--- src/rtl/i2cm_pkg.sv ---
// Constants, register map and shared types of the I2C master sequencer.
// Assumes an APB master with 32-bit data and one aligned word per register.
package i2cm_pkg;
   localparam int BAUD_W = 7;
   localparam logic [7:0] CTRL_OFS = 8'h00;
   localparam logic [7:0] STAT_OFS = 8'h04;
   localparam logic [7:0] BAUD_OFS = 8'h08;
   localparam logic [7:0] BUF_OFS = 8'h0c;
   // Control word bits
   localparam int CB_EN = 0;
   localparam int CB_START = 1;
   localparam int CB_RSTART = 2;
   localparam int CB_STOP = 3;
   localparam int CB_ACK = 4;
   localparam int CB_ACK_DATA_VALUE = 5;
   localparam int CB_IE = 6;
   // Status word bits
   localparam int SB_BF = 0;
   localparam int SB_WRITE_COLLISION_FLAG = 1;
   localparam int SB_BCL = 2;
   localparam int SB_EVT = 3;
   localparam int SB_START = 4;
   localparam int SB_STOP = 5;
   localparam int SB_ACKSTAT = 6;
   localparam int SB_BUSY = 7;
   localparam logic [BAUD_W-1:0] BAUD_RST = 7'h04;
   localparam logic [7:0] BUF_RST = 8'h00;

   typedef struct packed {
      logic psel;
      logic penable;
      logic pwrite;
      logic [7:0] paddr;
      logic [31:0] pwdata;
   } i2cm_apb_req_s;

   typedef enum logic [4:0] {
      S_IDLE = 5'h00,
      S_ST_CHK = 5'h01,
      S_ST_WAIT = 5'h02,
      S_ST_HOLD = 5'h03,
      S_RS_SCLLO = 5'h04,
      S_RS_SDAREL = 5'h05,
      S_RS_SCLREL = 5'h06,
      S_RS_WAIT = 5'h07,
      S_RS_HOLD = 5'h08,
      S_TX_LO = 5'h09,
      S_TX_HI = 5'h0a,
      S_ACK_LO = 5'h0b,
      S_ACK_HI = 5'h0c,
      S_SP_SDALO = 5'h0d,
      S_SP_SCLREL = 5'h0e,
      S_SP_SDAREL = 5'h0f,
      S_SP_DONE = 5'h10
   } i2cm_state_e;
endpackage : i2cm_pkg

--- src/rtl/i2cm_core.sv ---
// I2C master sequencer: start, repeated start, byte transmit, acknowledge,
// stop and multi-master collision handling, with an APB register slave.
// Assumes bus line levels arrive synchronous to i_core_clk.
//
// Decided for this implementation: the placing of the registers and the APB interface to the registers.
`timescale 1ns/1ps
// Overview of operation
// - Acknowledge enable holds SCL low and drives the acknowledge data value on SDA.
// - Acknowledge waits a period, releases SCL, counts while high, then ends idle.
// - Buffer write during acknowledge or stop sets write collision, buffer unchanged.
// - Stop drives SDA low, counts, releases SCL, then SDA a period later.
// - SDA high with SCL high marks stop seen; a period later stop ends.
// - In sleep the port keeps working and wakes the processor when enabled.
// - Reset disables the port and aborts any transfer.
// - Start and stop seen clear on reset or disable; bus free rule follows.
// - With interrupt enabled on a busy bus, a stop raises the event.
// - Released SDA read low with SCL high while sending flags collision, idles.
// - Transmit collision halts, clears buffer full, releases lines, allows writes.
// - Condition collision aborts it, releases lines, clears sequence enables.
// - After collision the lines are watched and a stop sets the event.
// - Buffer write after collision restarts from the first data bit.
// - Either line low when start begins aborts start with collision.
// - Start counts with SDA high; SCL low then is a collision.
// - SDA low during first start count drives SDA early, no collision.
// - Else SDA low at count end, count again, then SCL low.
// - Repeated start checks SDA when SCL high and SCL falling early.
// - Both high at count end: SDA low, count, SCL low unconditionally.
// - Stop collides on SDA low after its count or SCL low early.
module i2cm_core
   import i2cm_pkg::*;
(
   input wire logic i_core_clk,
   input wire logic i_srst,
   input wire i2cm_apb_req_s i_apb,
   output logic o_pready,
   output logic [31:0] o_prdata,
   output logic o_pslverr,
   input wire logic i_sda,
   input wire logic i_scl,
   input wire logic i_sleep,
   output logic o_sda_o,
   output logic o_sda_oe,
   output logic o_scl_o,
   output logic o_scl_oe,
   output logic o_irq,
   output logic o_wake
);
   i2cm_state_e st_q, st_d;
   logic [BAUD_W-1:0] cnt_q, reload_q;
   logic [3:0] bit_q, bit_d;
   logic [7:0] buf_q;
   logic en_q, ie_q, ack_data_value_q, start_q, rs_q, stop_q, ack_q;
   logic bf_q, write_collision_flag_q, bcl_q, evt_q, sseen_q, pseen_q, ackstat_q, txreq_q;
   logic sda_oe_q, scl_oe_q, sda_d, scl_d, pready_q, mon_q;
   logic sda_prev_q, scl_prev_q;
   logic load, tick, bcl_ev, done_ev, pseen_ev, bf_clr, tx_take, ackstat_d;
   logic clr_start, clr_rs, clr_stop, clr_ack;
   logic wr, wr_ctrl, wr_stat, wr_baud, wr_buf, buf_ok, seq_busy;
   logic bus_start, bus_stop;

   assign tick = (cnt_q == '0);
   assign seq_busy = start_q | rs_q | stop_q | ack_q;
   assign wr = i_apb.psel & i_apb.penable & i_apb.pwrite & pready_q;
   assign wr_ctrl = wr && (i_apb.paddr == CTRL_OFS);
   assign wr_stat = wr && (i_apb.paddr == STAT_OFS);
   assign wr_baud = wr && (i_apb.paddr == BAUD_OFS);
   assign wr_buf = wr && (i_apb.paddr == BUF_OFS);
   assign buf_ok = (st_q == S_IDLE) && !bf_q && !seq_busy && en_q;
   assign bus_start = scl_prev_q & i_scl & sda_prev_q & ~i_sda;
   assign bus_stop = scl_prev_q & i_scl & ~sda_prev_q & i_sda;

   // APB slave: one wait-free access phase
   always_ff @(posedge i_core_clk) begin
      if (i_srst) begin
         pready_q <= 1'b0;
         o_prdata <= 32'h0000_0000;
         o_pslverr <= 1'b0;
      end else begin
         pready_q <= i_apb.psel & ~i_apb.penable;
         if (i_apb.psel && !i_apb.penable) begin
            o_pslverr <= 1'b0;
            case (i_apb.paddr)
               CTRL_OFS: o_prdata <= {25'h0, ie_q, ack_data_value_q, ack_q, stop_q, rs_q, start_q, en_q};
               STAT_OFS: o_prdata <= {24'h0, (st_q != S_IDLE), ackstat_q, pseen_q, sseen_q,
                                      evt_q, bcl_q, write_collision_flag_q, bf_q};
               BAUD_OFS: o_prdata <= {25'h0, reload_q};
               BUF_OFS: o_prdata <= {24'h0, buf_q};
               default: begin
                  o_prdata <= 32'h0000_0000;
                  o_pslverr <= 1'b1;
               end
            endcase
         end
      end
   end
   assign o_pready = pready_q;

   // Baud generator: reload on demand, count down to zero and rest there
   always_ff @(posedge i_core_clk) begin
      if (i_srst) begin
         reload_q <= BAUD_RST;
         cnt_q <= '0;
      end else begin
         if (wr_baud) begin
            reload_q <= i_apb.pwdata[BAUD_W-1:0];
         end
         if (load) begin
            cnt_q <= reload_q;
         end else if (!tick) begin
            cnt_q <= cnt_q - 1'b1;
         end
      end
   end

   // Control bits; sequence bits only start from idle, no queueing
   always_ff @(posedge i_core_clk) begin
      if (i_srst) begin
         {en_q, ie_q, ack_data_value_q, start_q, rs_q, stop_q, ack_q} <= 7'h00;
      end else begin
         if (wr_ctrl) begin
            en_q <= i_apb.pwdata[CB_EN];
            ie_q <= i_apb.pwdata[CB_IE];
            ack_data_value_q <= i_apb.pwdata[CB_ACK_DATA_VALUE];
         end
         if (wr_ctrl && st_q == S_IDLE && !seq_busy && !txreq_q && i_apb.pwdata[CB_EN]) begin
            start_q <= i_apb.pwdata[CB_START];
            rs_q <= i_apb.pwdata[CB_RSTART];
            stop_q <= i_apb.pwdata[CB_STOP];
            ack_q <= i_apb.pwdata[CB_ACK];
         end else begin
            if (clr_start || bcl_ev || !en_q) start_q <= 1'b0;
            if (clr_rs || bcl_ev || !en_q) rs_q <= 1'b0;
            if (clr_stop || bcl_ev || !en_q) stop_q <= 1'b0;
            if (clr_ack || bcl_ev || !en_q) ack_q <= 1'b0;
         end
      end
   end

   // Buffer and transmit request
   always_ff @(posedge i_core_clk) begin
      if (i_srst) begin
         buf_q <= BUF_RST;
         bf_q <= 1'b0;
         txreq_q <= 1'b0;
      end else begin
         // only an idle, empty port takes a write
         if (wr_buf && buf_ok) begin
            buf_q <= i_apb.pwdata[7:0];
         end
         if (wr_buf && buf_ok) begin
            bf_q <= 1'b1;
         end else if (bf_clr || bcl_ev || !en_q) begin
            bf_q <= 1'b0;
         end
         if (wr_buf && buf_ok) begin
            txreq_q <= 1'b1;
         end else if (tx_take || bcl_ev || !en_q) begin
            txreq_q <= 1'b0;
         end
      end
   end

   // Status flags: hardware set wins over software clear
   always_ff @(posedge i_core_clk) begin
      if (i_srst) begin
         {write_collision_flag_q, bcl_q, evt_q, sseen_q, pseen_q, ackstat_q, mon_q} <= 7'h00;
         sda_prev_q <= 1'b1;
         scl_prev_q <= 1'b1;
      end else begin
         sda_prev_q <= i_sda;
         scl_prev_q <= i_scl;
         write_collision_flag_q <= (write_collision_flag_q & ~(wr_stat & i_apb.pwdata[SB_WRITE_COLLISION_FLAG])) | (wr_buf & ~buf_ok);
         bcl_q <= (bcl_q & ~(wr_stat & i_apb.pwdata[SB_BCL])) | bcl_ev;
         // stop on busy bus with interrupt on
         evt_q <= (evt_q & ~(wr_stat & i_apb.pwdata[SB_EVT])) | done_ev
                  | (bus_stop & en_q & (mon_q | (ie_q & sseen_q)));
         if (bcl_ev) begin
            mon_q <= 1'b1;
         end else if (bus_stop || !en_q) begin
            mon_q <= 1'b0;
         end
         // disable clears start and stop seen
         if (!en_q) begin
            sseen_q <= 1'b0;
            pseen_q <= 1'b0;
         end else if (bus_start) begin
            sseen_q <= 1'b1;
            pseen_q <= 1'b0;
         end else if (bus_stop || pseen_ev) begin
            sseen_q <= 1'b0;
            pseen_q <= 1'b1;
         end
         if (st_q == S_TX_HI && st_d == S_IDLE && !bcl_ev) begin
            ackstat_q <= ackstat_d;
         end
      end
   end

   // event wakes a sleeping core when enabled
   always_ff @(posedge i_core_clk) begin
      if (i_srst) begin
         o_irq <= 1'b0;
         o_wake <= 1'b0;
      end else begin
         o_irq <= evt_q & ie_q;
         o_wake <= evt_q & ie_q & i_sleep;
      end
   end

   // Sequencer next state
   always_comb begin
      st_d = st_q;
      bit_d = bit_q;
      sda_d = sda_oe_q;
      scl_d = scl_oe_q;
      load = 1'b0;
      bcl_ev = 1'b0;
      done_ev = 1'b0;
      pseen_ev = 1'b0;
      bf_clr = 1'b0;
      tx_take = 1'b0;
      ackstat_d = i_sda;
      {clr_start, clr_rs, clr_stop, clr_ack} = 4'h0;
      case (st_q)
         S_IDLE: begin
            if (start_q) begin
               st_d = S_ST_CHK;
            end else if (rs_q) begin
               scl_d = 1'b1;
               st_d = S_RS_SCLLO;
            end else if (stop_q) begin
               sda_d = 1'b1;
               load = 1'b1;
               st_d = S_SP_SDALO;
            end else if (ack_q) begin
               // SCL low, data value on SDA
               scl_d = 1'b1;
               sda_d = ~ack_data_value_q;
               load = 1'b1;
               st_d = S_ACK_LO;
            end else if (txreq_q) begin
               // every transfer starts at bit 7
               tx_take = 1'b1;
               bit_d = 4'h0;
               scl_d = 1'b1;
               sda_d = ~buf_q[7];
               load = 1'b1;
               st_d = S_TX_LO;
            end
         end
         S_ST_CHK: begin
            if (!i_sda || !i_scl) begin
               bcl_ev = 1'b1;
            end else begin
               load = 1'b1;
               st_d = S_ST_WAIT;
            end
         end
         S_ST_WAIT: begin
            if (!i_sda) begin
               sda_d = 1'b1;
               load = 1'b1;
               st_d = S_ST_HOLD;
            end else if (!i_scl) begin
               bcl_ev = 1'b1;
            end else if (tick) begin
               sda_d = 1'b1;
               load = 1'b1;
               st_d = S_ST_HOLD;
            end
         end
         S_ST_HOLD: begin
            if (tick) begin
               scl_d = 1'b1;
               clr_start = 1'b1;
               done_ev = 1'b1;
               st_d = S_IDLE;
            end
         end
         S_RS_SCLLO: begin
            if (!i_scl) begin
               sda_d = 1'b0;
               load = 1'b1;
               st_d = S_RS_SDAREL;
            end
         end
         S_RS_SDAREL: begin
            if (tick) begin
               scl_d = 1'b0;
               st_d = S_RS_SCLREL;
            end
         end
         S_RS_SCLREL: begin
            if (i_scl) begin
               if (!i_sda) begin
                  bcl_ev = 1'b1;
               end else begin
                  load = 1'b1;
                  st_d = S_RS_WAIT;
               end
            end
         end
         S_RS_WAIT: begin
            if (!i_sda) begin
               sda_d = 1'b1;
               load = 1'b1;
               st_d = S_RS_HOLD;
            end else if (!i_scl) begin
               bcl_ev = 1'b1;
            end else if (tick) begin
               sda_d = 1'b1;
               load = 1'b1;
               st_d = S_RS_HOLD;
            end
         end
         S_RS_HOLD: begin
            if (tick) begin
               scl_d = 1'b1;
               clr_rs = 1'b1;
               done_ev = 1'b1;
               st_d = S_IDLE;
            end
         end
         S_TX_LO: begin
            if (tick) begin
               scl_d = 1'b0;
               load = 1'b1;
               st_d = S_TX_HI;
            end
         end
         S_TX_HI: begin
            // Count restarts while a slave stretches SCL
            if (!i_scl) begin
               load = 1'b1;
            end else if (bit_q != 4'h8 && !sda_oe_q && !i_sda) begin
               bcl_ev = 1'b1;
            end else if (tick) begin
               scl_d = 1'b1;
               load = 1'b1;
               if (bit_q == 4'h8) begin
                  sda_d = 1'b0;
                  bf_clr = 1'b1;
                  done_ev = 1'b1;
                  st_d = S_IDLE;
               end else begin
                  bit_d = bit_q + 4'h1;
                  sda_d = (bit_q == 4'h7) ? 1'b0 : ~buf_q[3'(4'h6 - bit_q)];
                  st_d = S_TX_LO;
               end
            end
         end
         S_ACK_LO: begin
            if (tick) begin
               scl_d = 1'b0;
               load = 1'b1;
               st_d = S_ACK_HI;
            end
         end
         S_ACK_HI: begin
            if (!i_scl) begin
               load = 1'b1;
            end else if (!sda_oe_q && !i_sda) begin
               bcl_ev = 1'b1;
            end else if (tick) begin
               scl_d = 1'b1;
               clr_ack = 1'b1;
               st_d = S_IDLE;
            end
         end
         S_SP_SDALO: begin
            // count only once SDA reads low
            if (i_sda) begin
               load = 1'b1;
            end else if (tick) begin
               scl_d = 1'b0;
               load = 1'b1;
               st_d = S_SP_SCLREL;
            end
         end
         S_SP_SCLREL: begin
            if (!i_scl) begin
               load = 1'b1;
            end else if (tick) begin
               sda_d = 1'b0;
               load = 1'b1;
               st_d = S_SP_SDAREL;
            end
         end
         S_SP_SDAREL: begin
            if (i_sda && i_scl) begin
               pseen_ev = 1'b1;
               load = 1'b1;
               st_d = S_SP_DONE;
            // SCL low or SDA held low
            end else if (!i_scl || tick) begin
               bcl_ev = 1'b1;
            end
         end
         S_SP_DONE: begin
            if (tick) begin
               clr_stop = 1'b1;
               done_ev = 1'b1;
               st_d = S_IDLE;
            end
         end
         default: st_d = S_IDLE;
      endcase
      if (bcl_ev || !en_q) begin
         st_d = S_IDLE;
         sda_d = 1'b0;
         scl_d = 1'b0;
      end
   end

   // Sequencer state and line drivers
   always_ff @(posedge i_core_clk) begin
      if (i_srst) begin
         st_q <= S_IDLE;
         bit_q <= 4'h0;
         sda_oe_q <= 1'b0;
         scl_oe_q <= 1'b0;
      end else begin
         st_q <= st_d;
         bit_q <= bit_d;
         sda_oe_q <= sda_d;
         scl_oe_q <= scl_d;
      end
   end
   assign o_sda_oe = sda_oe_q;
   assign o_scl_oe = scl_oe_q;
   assign o_sda_o = 1'b0;
   assign o_scl_o = 1'b0;

   write_collision_flag_set_a: assert property (@(posedge i_core_clk) disable iff (i_srst)
      (wr_buf && (ack_q || stop_q)) |=> write_collision_flag_q && $stable(buf_q))
      else $error("write during sequence not rejected");
   ack_drive_a: assert property (@(posedge i_core_clk) disable iff (i_srst)
      (st_q == S_ACK_LO) |-> o_scl_oe && (o_sda_oe == !ack_data_value_q))
      else $error("acknowledge lines wrong");
   bcl_idle_a: assert property (@(posedge i_core_clk) disable iff (i_srst)
      bcl_ev |=> st_q == S_IDLE && !o_sda_oe && !o_scl_oe && bcl_q)
      else $error("collision did not idle");
   bcl_bf_a: assert property (@(posedge i_core_clk) disable iff (i_srst)
      bcl_ev |=> !bf_q && !txreq_q)
      else $error("collision kept buffer full");
   bcl_seq_a: assert property (@(posedge i_core_clk) disable iff (i_srst)
      bcl_ev |=> !seq_busy)
      else $error("collision kept sequence enable");
   rst_idle_a: assert property (@(posedge i_core_clk)
      i_srst |=> st_q == S_IDLE && !o_scl_oe && !o_sda_oe && !en_q)
      else $error("reset did not abort");
   dis_seen_a: assert property (@(posedge i_core_clk) disable iff (i_srst)
      !en_q |=> !sseen_q && !pseen_q)
      else $error("seen flags kept while disabled");
   start_abort_a: assert property (@(posedge i_core_clk) disable iff (i_srst)
      (st_q == S_ST_CHK && en_q && (!i_sda || !i_scl)) |=> bcl_q && st_q == S_IDLE)
      else $error("start on busy lines not aborted");
   ack_end_a: assert property (@(posedge i_core_clk) disable iff (i_srst)
      (st_q == S_ACK_HI && st_d == S_IDLE && !bcl_ev && en_q) |=> !ack_q && o_scl_oe)
      else $error("acknowledge end wrong");
   stop_done_a: assert property (@(posedge i_core_clk) disable iff (i_srst)
      (st_q == S_SP_DONE && tick && en_q) |=> evt_q && !stop_q && pseen_q)
      else $error("stop end wrong");
endmodule : i2cm_core

--- config.mk ---
export PLATFORM = sky130hd
export DESIGN_NAME = i2cm_core
export DESIGN_NICKNAME = d
export VERILOG_FILES = /design/src/rtl/i2cm_pkg.sv /design/src/rtl/i2cm_core.sv
export SDC_FILE = /design/constraint.sdc
export NUM_CORES = 1
export LEC_CHECK = 0
export ABC_AREA = 1
export BUFFER_PORTS_ARGS = -buffer_cell sky130_fd_sc_hd__buf_2
export CORE_MARGIN = 1.5
export CORE_UTILIZATION = 59
export DETAILED_ROUTE_END_ITERATION = 8
export HOLD_SLACK_MARGIN = 0.1
export PLACE_DENSITY = 0.93
export SLEW_MARGIN = 20
export SYNTH_ARGS = -nofsm -noshare
export SYNTH_HDL_FRONTEND = slang
export SYNTH_SLANG_ARGS = --single-unit
--- constraint.sdc ---
create_clock -name i_core_clk -period 2.9 [get_ports i_core_clk]
set_input_delay 0.58 -clock i_core_clk [delete_from_list [all_inputs] [get_ports i_core_clk]]
set_output_delay 0.58 -clock i_core_clk [all_outputs]
set_load 0.02 [all_outputs]
# Yosys cells after proc, flatten, opt, wreduce, memory -nomap -nowiden
# Cells that the tools add are included.
word_totals:
  register_bits: 87
  latchBits: 0
  ramBits: 0
  rom_bits: 0
  input_bits: 48
  elab_cells: 332
  n_memories: 0
op_classes:
  n_addsub: 3
  mul: 0
  div: 0
  n_lt_le_gt_ge: 1
  eq_ne: 43
  shifts: 0
  n_mux: 141
  n_bitwise: 40
  n_reduce_logical: 74
ops:
  columns: ["operator", "count"]
  rows:
  - ["two-way mux 5 bit", 30]
  - ["two-way mux 1 bit", 90]
  - ["case mux 5 bit (15 select lines)", 1]
  - ["equality test 5 x 4 -> 1 bit (second input constant)", 8]
  - ["two-way mux 4 bit", 10]
  - ["!= test 2 bit (second input constant)", 16]
  - ["case mux 8 bit (4 select lines)", 1]
  - ["AND 1 bit", 21]
  - ["equality test 5 x 3 -> 1 bit (second input constant)", 4]
  - ["logical AND 1 bit", 19]
  - ["nonzero test 2 bit", 9]
  - ["logical OR 1 bit", 17]
  - ["equality test 8 x 4 -> 1 bit (second input constant)", 2]
  - ["two-way mux 7 bit", 2]
  - ["!= test 4 bit (second input constant)", 3]
  - ["case mux 1 bit (6 select lines)", 2]
  - ["AND reduction 12 bit", 1]
  - ["OR reduction 2 bit", 6]
  - ["inverter 1 bit", 11]
  - ["equality test 5 x 2 -> 1 bit (second input constant)", 2]
  - ["logical NOT 5 bit", 2]
  - ["case mux 1 bit (10 select lines)", 1]
  - ["AND reduction 10 bit", 1]
  - ["nonzero test 5 bit", 2]
  - ["23 further kinds", 41]

# Logic depth before layout (Yosys ltp)
# Gate-level depths: netlist of run 1.
depth:
  depth_word: 11
  ltp_mapped: 17

# Worst setup path before layout of run 1
# Ideal clock, no wire load.
synth_timing:
  path_kind: "input port to flip-flop"
  start: "input port i_apb[39] (netlist name)"
  end: "register reload_q[0]"
  setup_time_ns: 0.127
  t_arrival_ns: 1.693
  path_slack_ns: 1.081
  path_stages: 9
  cell_sequence: "nor2_1 > nand2_1 > inv_1 > nand4_1 > nor2_1 > inv_1 > clkbuf_1 > o21ai_0 > a21oi_1"
synth_between:
  elab_chain_cells: 2
synth_lines:
  columns: ["item", "line_no", "rtl"]
  rows:
  - ["start: declaration", "i2cm_core.sv:34", "input wire i2cm_apb_req_s i_apb,"]
  - ["equality test 8 x 4 -> 1 bit", "i2cm_core.sv:66", "assign wr_baud = wr && (i_apb.paddr == BAUD_OFS);"]
  - ["logical AND 1 bit", "i2cm_core.sv:66", null]
  - ["end signal: assignment", "i2cm_core.sv:105", "reload_q <= i_apb.pwdata[BAUD_W-1:0];"]
  - ["end: declaration", "i2cm_core.sv:49", "logic [BAUD_W-1:0] cnt_q, reload_q;"]
# Every way passes these cells.
# A chain may end at the register's enable or synchronous reset.

# Worst setup path in the final report of run 1
layout_timing:
  start: "register cnt_q[0]"
  end: "register ackstat_q"
layout_between:
  elab_chain_cells: 10
layout_lines:
  columns: ["item", "line_no", "rtl"]
  rows:
  - ["start: declaration", "i2cm_core.sv:49", null]
  - ["start signal: assignment", "i2cm_core.sv:108", "cnt_q <= reload_q;"]
  - ["start signal: assignment", "i2cm_core.sv:110", "cnt_q <= cnt_q - 1'b1;"]
  - ["logical NOT 7 bit *", "i2cm_core.sv:61", "assign tick = (cnt_q == '0);"]
  - ["branches (longest 8 deep; another with case mux 5 bit (15 select lines))", null, null]
  - ["logical AND 1 bit *", "i2cm_core.sv:193", "if (st_q == S_TX_HI && st_d == S_IDLE && !bcl_ev) begin"]
  - ["end signal: assignment", "i2cm_core.sv:194", "ackstat_q <= ackstat_d;"]
  - ["end: declaration", "i2cm_core.sv:53", "logic bf_q, write_collision_flag_q, bcl_q, evt_q, sseen_q, pseen_q, ackstat_q, txreq_q;"]
# Mark *: on every way between the ends.

==> results of run 1 <==
## layout by cell type (no fill, tap or decap), types with 12 or more instances in the layout
cell	count
nand2_1	99
inv_1	79
dfxtp_1	63
o21ai_0	62
a21oi_1	53
nor2_1	51
buf_2	37
nand3_1	34
conb_1	26
nand4_1	12
o22ai_1	12
## state kept, by name (all words and copies together) (netlist names), 4 cells and up
register and count:
bit_q 4, buf_q 8, cnt_q 7, o_prdata 8
reload_q 7, st_q 5
## layout make-up
class,count,area share
Clock buffer,9,0.0289
Clock inverter,7,0.0242
Inverter,89,0.0782
Multi-Input combinational cell,422,0.503
Sequential cell,63,0.294
Tap cell,77,0.0225
Timing Repair Buffer,40,0.0485
## per-stage QoR
| stage | utilization | instance area, sq um | power, mW | setup WS, ns | instances |
|---|---|---|---|---|---|
| 6_report | 0.671 | 4290 | 2.28 | 0.553 | 707 |
| 5_1_grt | 0.671 | 4290 | 2.37 | 0.373 | 707 |
| 4_1_cts | 0.671 | 4290 | 2.26 | 0.623 | 707 |
| 3_5_place_dp | 0.635 | 4060 | 1.39 | 0.631 | 691 |
| 3_3_place_gp | 0.635 | 4060 | 1.38 | 0.643 | 691 |
| 2_1_floorplan | - | 4020 | 1.29 | 1.08 | 613 |
## power by group through the flow
stage | Combinational [mW] | Sequential (mW) | Clock (mW)
after floorplan | 0.354 | 0.935 | 0
after global placement | 0.446 | 0.936 | 0
after detailed placement | 0.450 | 0.938 | 0
after CTS | 0.462 | 0.918 | 0.882
after global routing | 0.522 | 0.922 | 0.922
final | 0.471 | 0.918 | 0.892
## per-layer routing
layer / wire length (um) / track usage / vias up / part of all wire
li1: - / - / 1970 / -
met1: 4570 / 0.409 / 1936 / 0.38
met2: 5630 / 0.552 / 266 / 0.47
met3: 1180 / 0.0787 / 58 / 0.098
met4: 616 / 0.199 / 0 / 0.051
met5: 0 / 0 / - / 0
## cell families after synthesis
kind of cell	Yosys count
buf+inv	128
compound gates	150
other cells	1
xor+xnor	7
flops	63
fa+ha+maj	3
simple gates	236
## path summary, 6_finish.rpt
check	start	end	slack, ns
setup / recovery	cnt_q[0]	ackstat_q	0.55
hold / removal	i_sleep	o_wake	0.43
setup reg to reg	cnt_q[0]	ackstat_q	0.55
hold reg to reg	o_prdata[0]	o_prdata[0]	0.47
==> flow_summary.ini, run 1 <==
[timing]
period_share = 0.809
setup_viol_count_final = 0
hold_violations = 0
worst-slew-pin-transition_ns = 0.765
drv_slew = 0
fin_worst_skew_ns = 0.0113
rsz0062_at_grt = no
finalSetupTns_ns = 0
fmax_mhz = 426
final.min_clock_period_ns = 2.35
holdWs_ns = 0.434
relSlewSlack = 0.489

[worst_setup_path]
cpMostUsedCell = nor2_1
crit_required_ns = 3.14
worstPathMaxFanout = 11
reg2regPathDepth = 15
path_buf_inv = 4
cp.depth = 15
crit_family = simple AND/OR/NAND/NOR gates
max_stage_delay_ns = 0.31
cp.arrival_ns = 2.59
end_kind = flip-flop
cp-start-kind = flip-flop
cp_slowest_cell = dfxtp_1
crit_path_cell_trace = inv_1 > ha_1 > inv_1 > nor2_1 > inv_1 > nor2_1 > buf_4 > nor2_1 > nor2_1 > nor2_1 > nand3_1 > nor2_1 > nand2_1 > a21oi_1 > nor2_1
setup.worst_path.class = reg -> reg

[final_layout]
synthToLayoutAreaGrowth_pct = 9.25
n_antenna_cell = 0
seqCellArea_sq_um = 1260
drive_gt1_frac = 0.148
multi_input_area_sq_um = 2160
fill_cells = 546
nets = 676

[floorplanning]
core_sq_um = 6390
die_y_um = 84.5
io_pins = 88
die_w_um = 84.5
dieArea_sq_um = 7150
start_util = 0.614
rows = 29

[detailed_routing]
initialDrtViolationCount = 369
avgRoutedWirePerCell_um = 17.0
routed_wl_mm = 12.0
ant_nets = 0
route.vias.total = 4230
drc = 0
first_pass_iters = 5
via_per_inst = 5.98

[global_route]
grt_max_degree = 30
gr-usage-all-layers = 0.339
grt_pass1_vias = 3957
grt_pass1_wl_mm = 19.1
grt_overflow = 0
grt_antenna_before_repair = 0

[power]
p_int_mw = 1.55
p_comb_frac = 0.207
p_switching_uw = 735
p_seq_frac = 0.403
clkPwrFrac = 0.391
p_per_area_nw_per_um2 = 532
switching_share = 0.322
p_leak_nw = 1.95
worst_ir_drop_vdd_uv = 510

[yosys]
ys_top_cells_by_count = nand2_1 (99), inv_1 (79), dfxtp_1 (63)
postSynth.asyncResetShare = 0
yosysMostFrequentCell = nand2_1
synth_top_family_by_area = simple AND/OR/NAND/NOR gates
syn_area_per_cell_sq_um = 6.67
netlist_area_sq_um = 3920
yosys.area_share.simple = 0.289
synthFlopType = dfxtp_1
ys_types = 44
ys_warn_count = 0
synth_xor_area_frac = 0.0156
synthCells = 588
synthMuxAreaShare = 0
synth_compound_area_frac = 0.211
synth_top_area_frac = 0.322
ys_seq_area_frac = 0.322
ys_ff_latch = 63
yosysTopAreaCell = dfxtp_1
synth-edff-count = 0
synthAdderAreaFrac = 0.00957
synth_area_leaders = dfxtp_1 (32%), nand2_1 (9.5%), o21ai_0 (7.9%), inv_1 (7.6%), a21oi_1 (6.8%)

[clock_network]
insertion_delay_ns = 0.35
htree_num_levels = 3
cts_root_buf = clkbuf_8
cts_tree = done
clkSlewWorstSetupHoldPaths_ns = 0.08
cts_buffer_depth = 2
cts_buffers = 9
cts_hold_buf = 0
postCtsSetupBuffers = 0
post_cts_resized = 0
cts_sinks = 63

[placement]
gp_congestion = 0.942
port_buffers = 37
dpl.hpwl_mm = 8.89

[flow_run]
maxCapViolCount = 0

[worst_hold_path]
min_path_cells = 2
hold_class = in -> reg

[run_status]
status = complete, no violations
No activity file was read; power rests on OpenSTA's default activity.
==> run 2: changes to the inputs <==
--- a/config.mk
+++ b/config.mk
@@ -8,10 +8,10 @@
 export ABC_AREA = 1
 export BUFFER_PORTS_ARGS = -buffer_cell sky130_fd_sc_hd__buf_2
 export CORE_MARGIN = 1.5
-export CORE_UTILIZATION = 59
+export CORE_UTILIZATION = 55
 export DETAILED_ROUTE_END_ITERATION = 8
 export HOLD_SLACK_MARGIN = 0.1
-export PLACE_DENSITY = 0.93
+export PLACE_DENSITY = 0.88
 export SLEW_MARGIN = 20
 export SYNTH_ARGS = -nofsm -noshare
 export SYNTH_HDL_FRONTEND = slang
==> constraint.sdc (replaced) <==
create_clock -name i_core_clk -period 2.25 [get_ports i_core_clk]
set_input_delay 0.45 -clock i_core_clk [delete_from_list [all_inputs] [get_ports i_core_clk]]
set_output_delay 0.45 -clock i_core_clk [all_outputs]
set_load 0.02 [all_outputs]
==> run 2 against run 1 <==
Compared with the run above: first-iteration DRC count up 15%; largest cell class unchanged; register-to-register slack worse by 0.44 ns; clock power grew 9.8%; die area rose by 7.0%; fmax increased by 9.7%; clock-buffer cell count up 2; sequential power up 29%; final cell count grew 5.2%; combinational power grew 43%; largest power group unchanged.
==> flow_summary.ini, run 2 (synthesis gave the netlist of run 1 again) <==
[clock_network]
cts_buffers = 9
cts_hold_buf = 0
cts_tree = done
insertion_delay_ns = 0.35
cts_root_buf = clkbuf_8
cts_sinks = 63
cts_buffer_depth = 2
htree_num_levels = 3
clkSlewWorstSetupHoldPaths_ns = 0.08

[final_layout]
drive_gt1_frac = 0.179
postLayoutCellArea_sq_um = 4450
n_antenna_cell = 0
utilization = 0.652
nets = 696
top_regs = buf_q (8), o_prdata (8)
finalNonFillerCells = 744
layout_commonest_cell = nand2_1
layout_common_cells = nand2_1 (99), inv_1 (79), dfxtp_1 (62), o21ai_0 (60), a21oi_1 (53)
synthToLayoutAreaGrowth_pct = 13.6

[worst_setup_path]
reg2regPathDepth = 8
worstReg2RegStart = st_q[1]
end_kind = flip-flop
crit_required_ns = 2.48
worstPathMaxFanout = 8
cp_slowest_cell = dfxtp_1
max_stage_delay_ns = 0.41
setup.worst_path.class = reg -> reg
reg2reg_slack_ns = 0.11
crit_path_cell_trace = nor2_4 > nand3_4 > nor4_4 > nand4_2 > nor2_2 > inv_1 > o21ai_0 > a21oi_1
rr_endpoint = buf_q[0]
cp-start-kind = flip-flop
cp.arrival_ns = 2.37

[power]
clkPwrFrac = 0.345
total_power_mw = 2.84
worst_ir_drop_vdd_uv = 633
p_int_mw = 1.93
p_seq_frac = 0.417
p_switching_uw = 906
switching_share = 0.319
p_comb_frac = 0.238
p_per_area_nw_per_um2 = 637
p_leak_nw = 2.02

[timing]
rsz0062_at_grt = no
final.min_clock_period_ns = 2.14
fin_ws_ns = 0.111
fmax_mhz = 468
relSlewSlack = 0.647
worst-slew-pin-transition_ns = 0.523
period_share = 0.951
drv_slew = 0
setup_viol_count_final = 0
fin_worst_skew_ns = 0.0183
finalSetupTns_ns = 0
hold_violations = 0
holdWs_ns = 0.312

[floorplanning]
die_w_um = 87.5
start_util = 0.574
dieArea_sq_um = 7650
io_pins = 88
die_y_um = 87.5
rows = 30
core_sq_um = 6830

[worst_hold_path]
hold_class = in -> reg
hold_path_end = o_wake
hold_start = i_sleep
min_path_cells = 2

[global_route]
grt_use_met2 = 0.525
gr-usage-all-layers = 0.332
grt_antenna_before_repair = 0
grt_max_degree = 22
grt_pass1_wl_mm = 19.2
grt_overflow = 0
grt_pass1_vias = 3855
use_met3 = 0.0682
busiest_layer = met2
use_met1 = 0.438

[placement]
dpl.hpwl_mm = 9.32
postPlaceCellArea_sq_um = 4200
gp_congestion = 0.942
dp_slack_ns = 0.102
dp.cells = 726
port_buffers = 37

[run_status]
status = complete, no violations

[flow_run]
maxCapViolCount = 0

[detailed_routing]
ant_nets = 0
drc = 0
avgRoutedWirePerCell_um = 16.6
routed_wl_mm = 12.4
first_pass_iters = 5
initialDrtViolationCount = 425
route.vias.total = 4253
via_per_inst = 5.72
[run 2: worst max-delay path, delay by kind of cell, from the launching register on]
| family | cells | cell delay, ns |
|---|---|---|
| buf+inv | 1 | 0.18 |
| simple gates | 5 | 1.15 |
| flops | 1 | 0.41 |
| compound gates | 2 | 0.28 |
[run 2: power by group through the flow]
| stage | Clock, mW | Combinational [mW] | Sequential (mW) |
|---|---|---|---|
| after floorplan | 0 | 0.456 | 1.21 |
| after global placement | 0 | 0.591 | 1.21 |
| after CTS | 0.981 | 0.610 | 1.18 |
| final | 0.979 | 0.675 | 1.18 |
| after global routing | 1.04 | 0.734 | 1.19 |
| after detailed placement | 0 | 0.605 | 1.21 |
[run 2: timing repair]
item                                    in CTS  in global routing
buffers inserted                             0                  3
endpoints found under the setup margin       0                 11
resized for setup                            0                 12
[run 2: how the worst max path moves through the flow]
stage | start | endpoint | depth (start not counted)
3_3_place_gp | cnt_q[0] | cnt_q[3] | 13
6_report | st_q[1] | buf_q[0] | 8
2_1_floorplan | cnt_q[0] | ackstat_q | 15
5_1_grt | cnt_q[1] | ackstat_q | 15
4_1_cts | cnt_q[0] | cnt_q[6] | 13
3_5_place_dp | cnt_q[0] | cnt_q[3] | 13
[run 2: metal layers]
layer / routed length (um) / vias up
met3: 929 / 43
met2: 5790 / 200
met4: 458 / 0
met5: 0 / -
li1: - / 2017
met1: 5210 / 1993
[run 2: final cells by class]
| cell class | count | area (sq um) |
|---|---|---|
| clock buffers | 11 | 141 |
| clock inverters | 3 | 45.0 |
| fillers | 628 | 2380 |
| inverters | 89 | 335 |
| multi-input cells | 423 | 2190 |
| flip-flops and latches | 63 | 1260 |
| well taps | 96 | 120 |
| repair buffers | 59 | 358 |
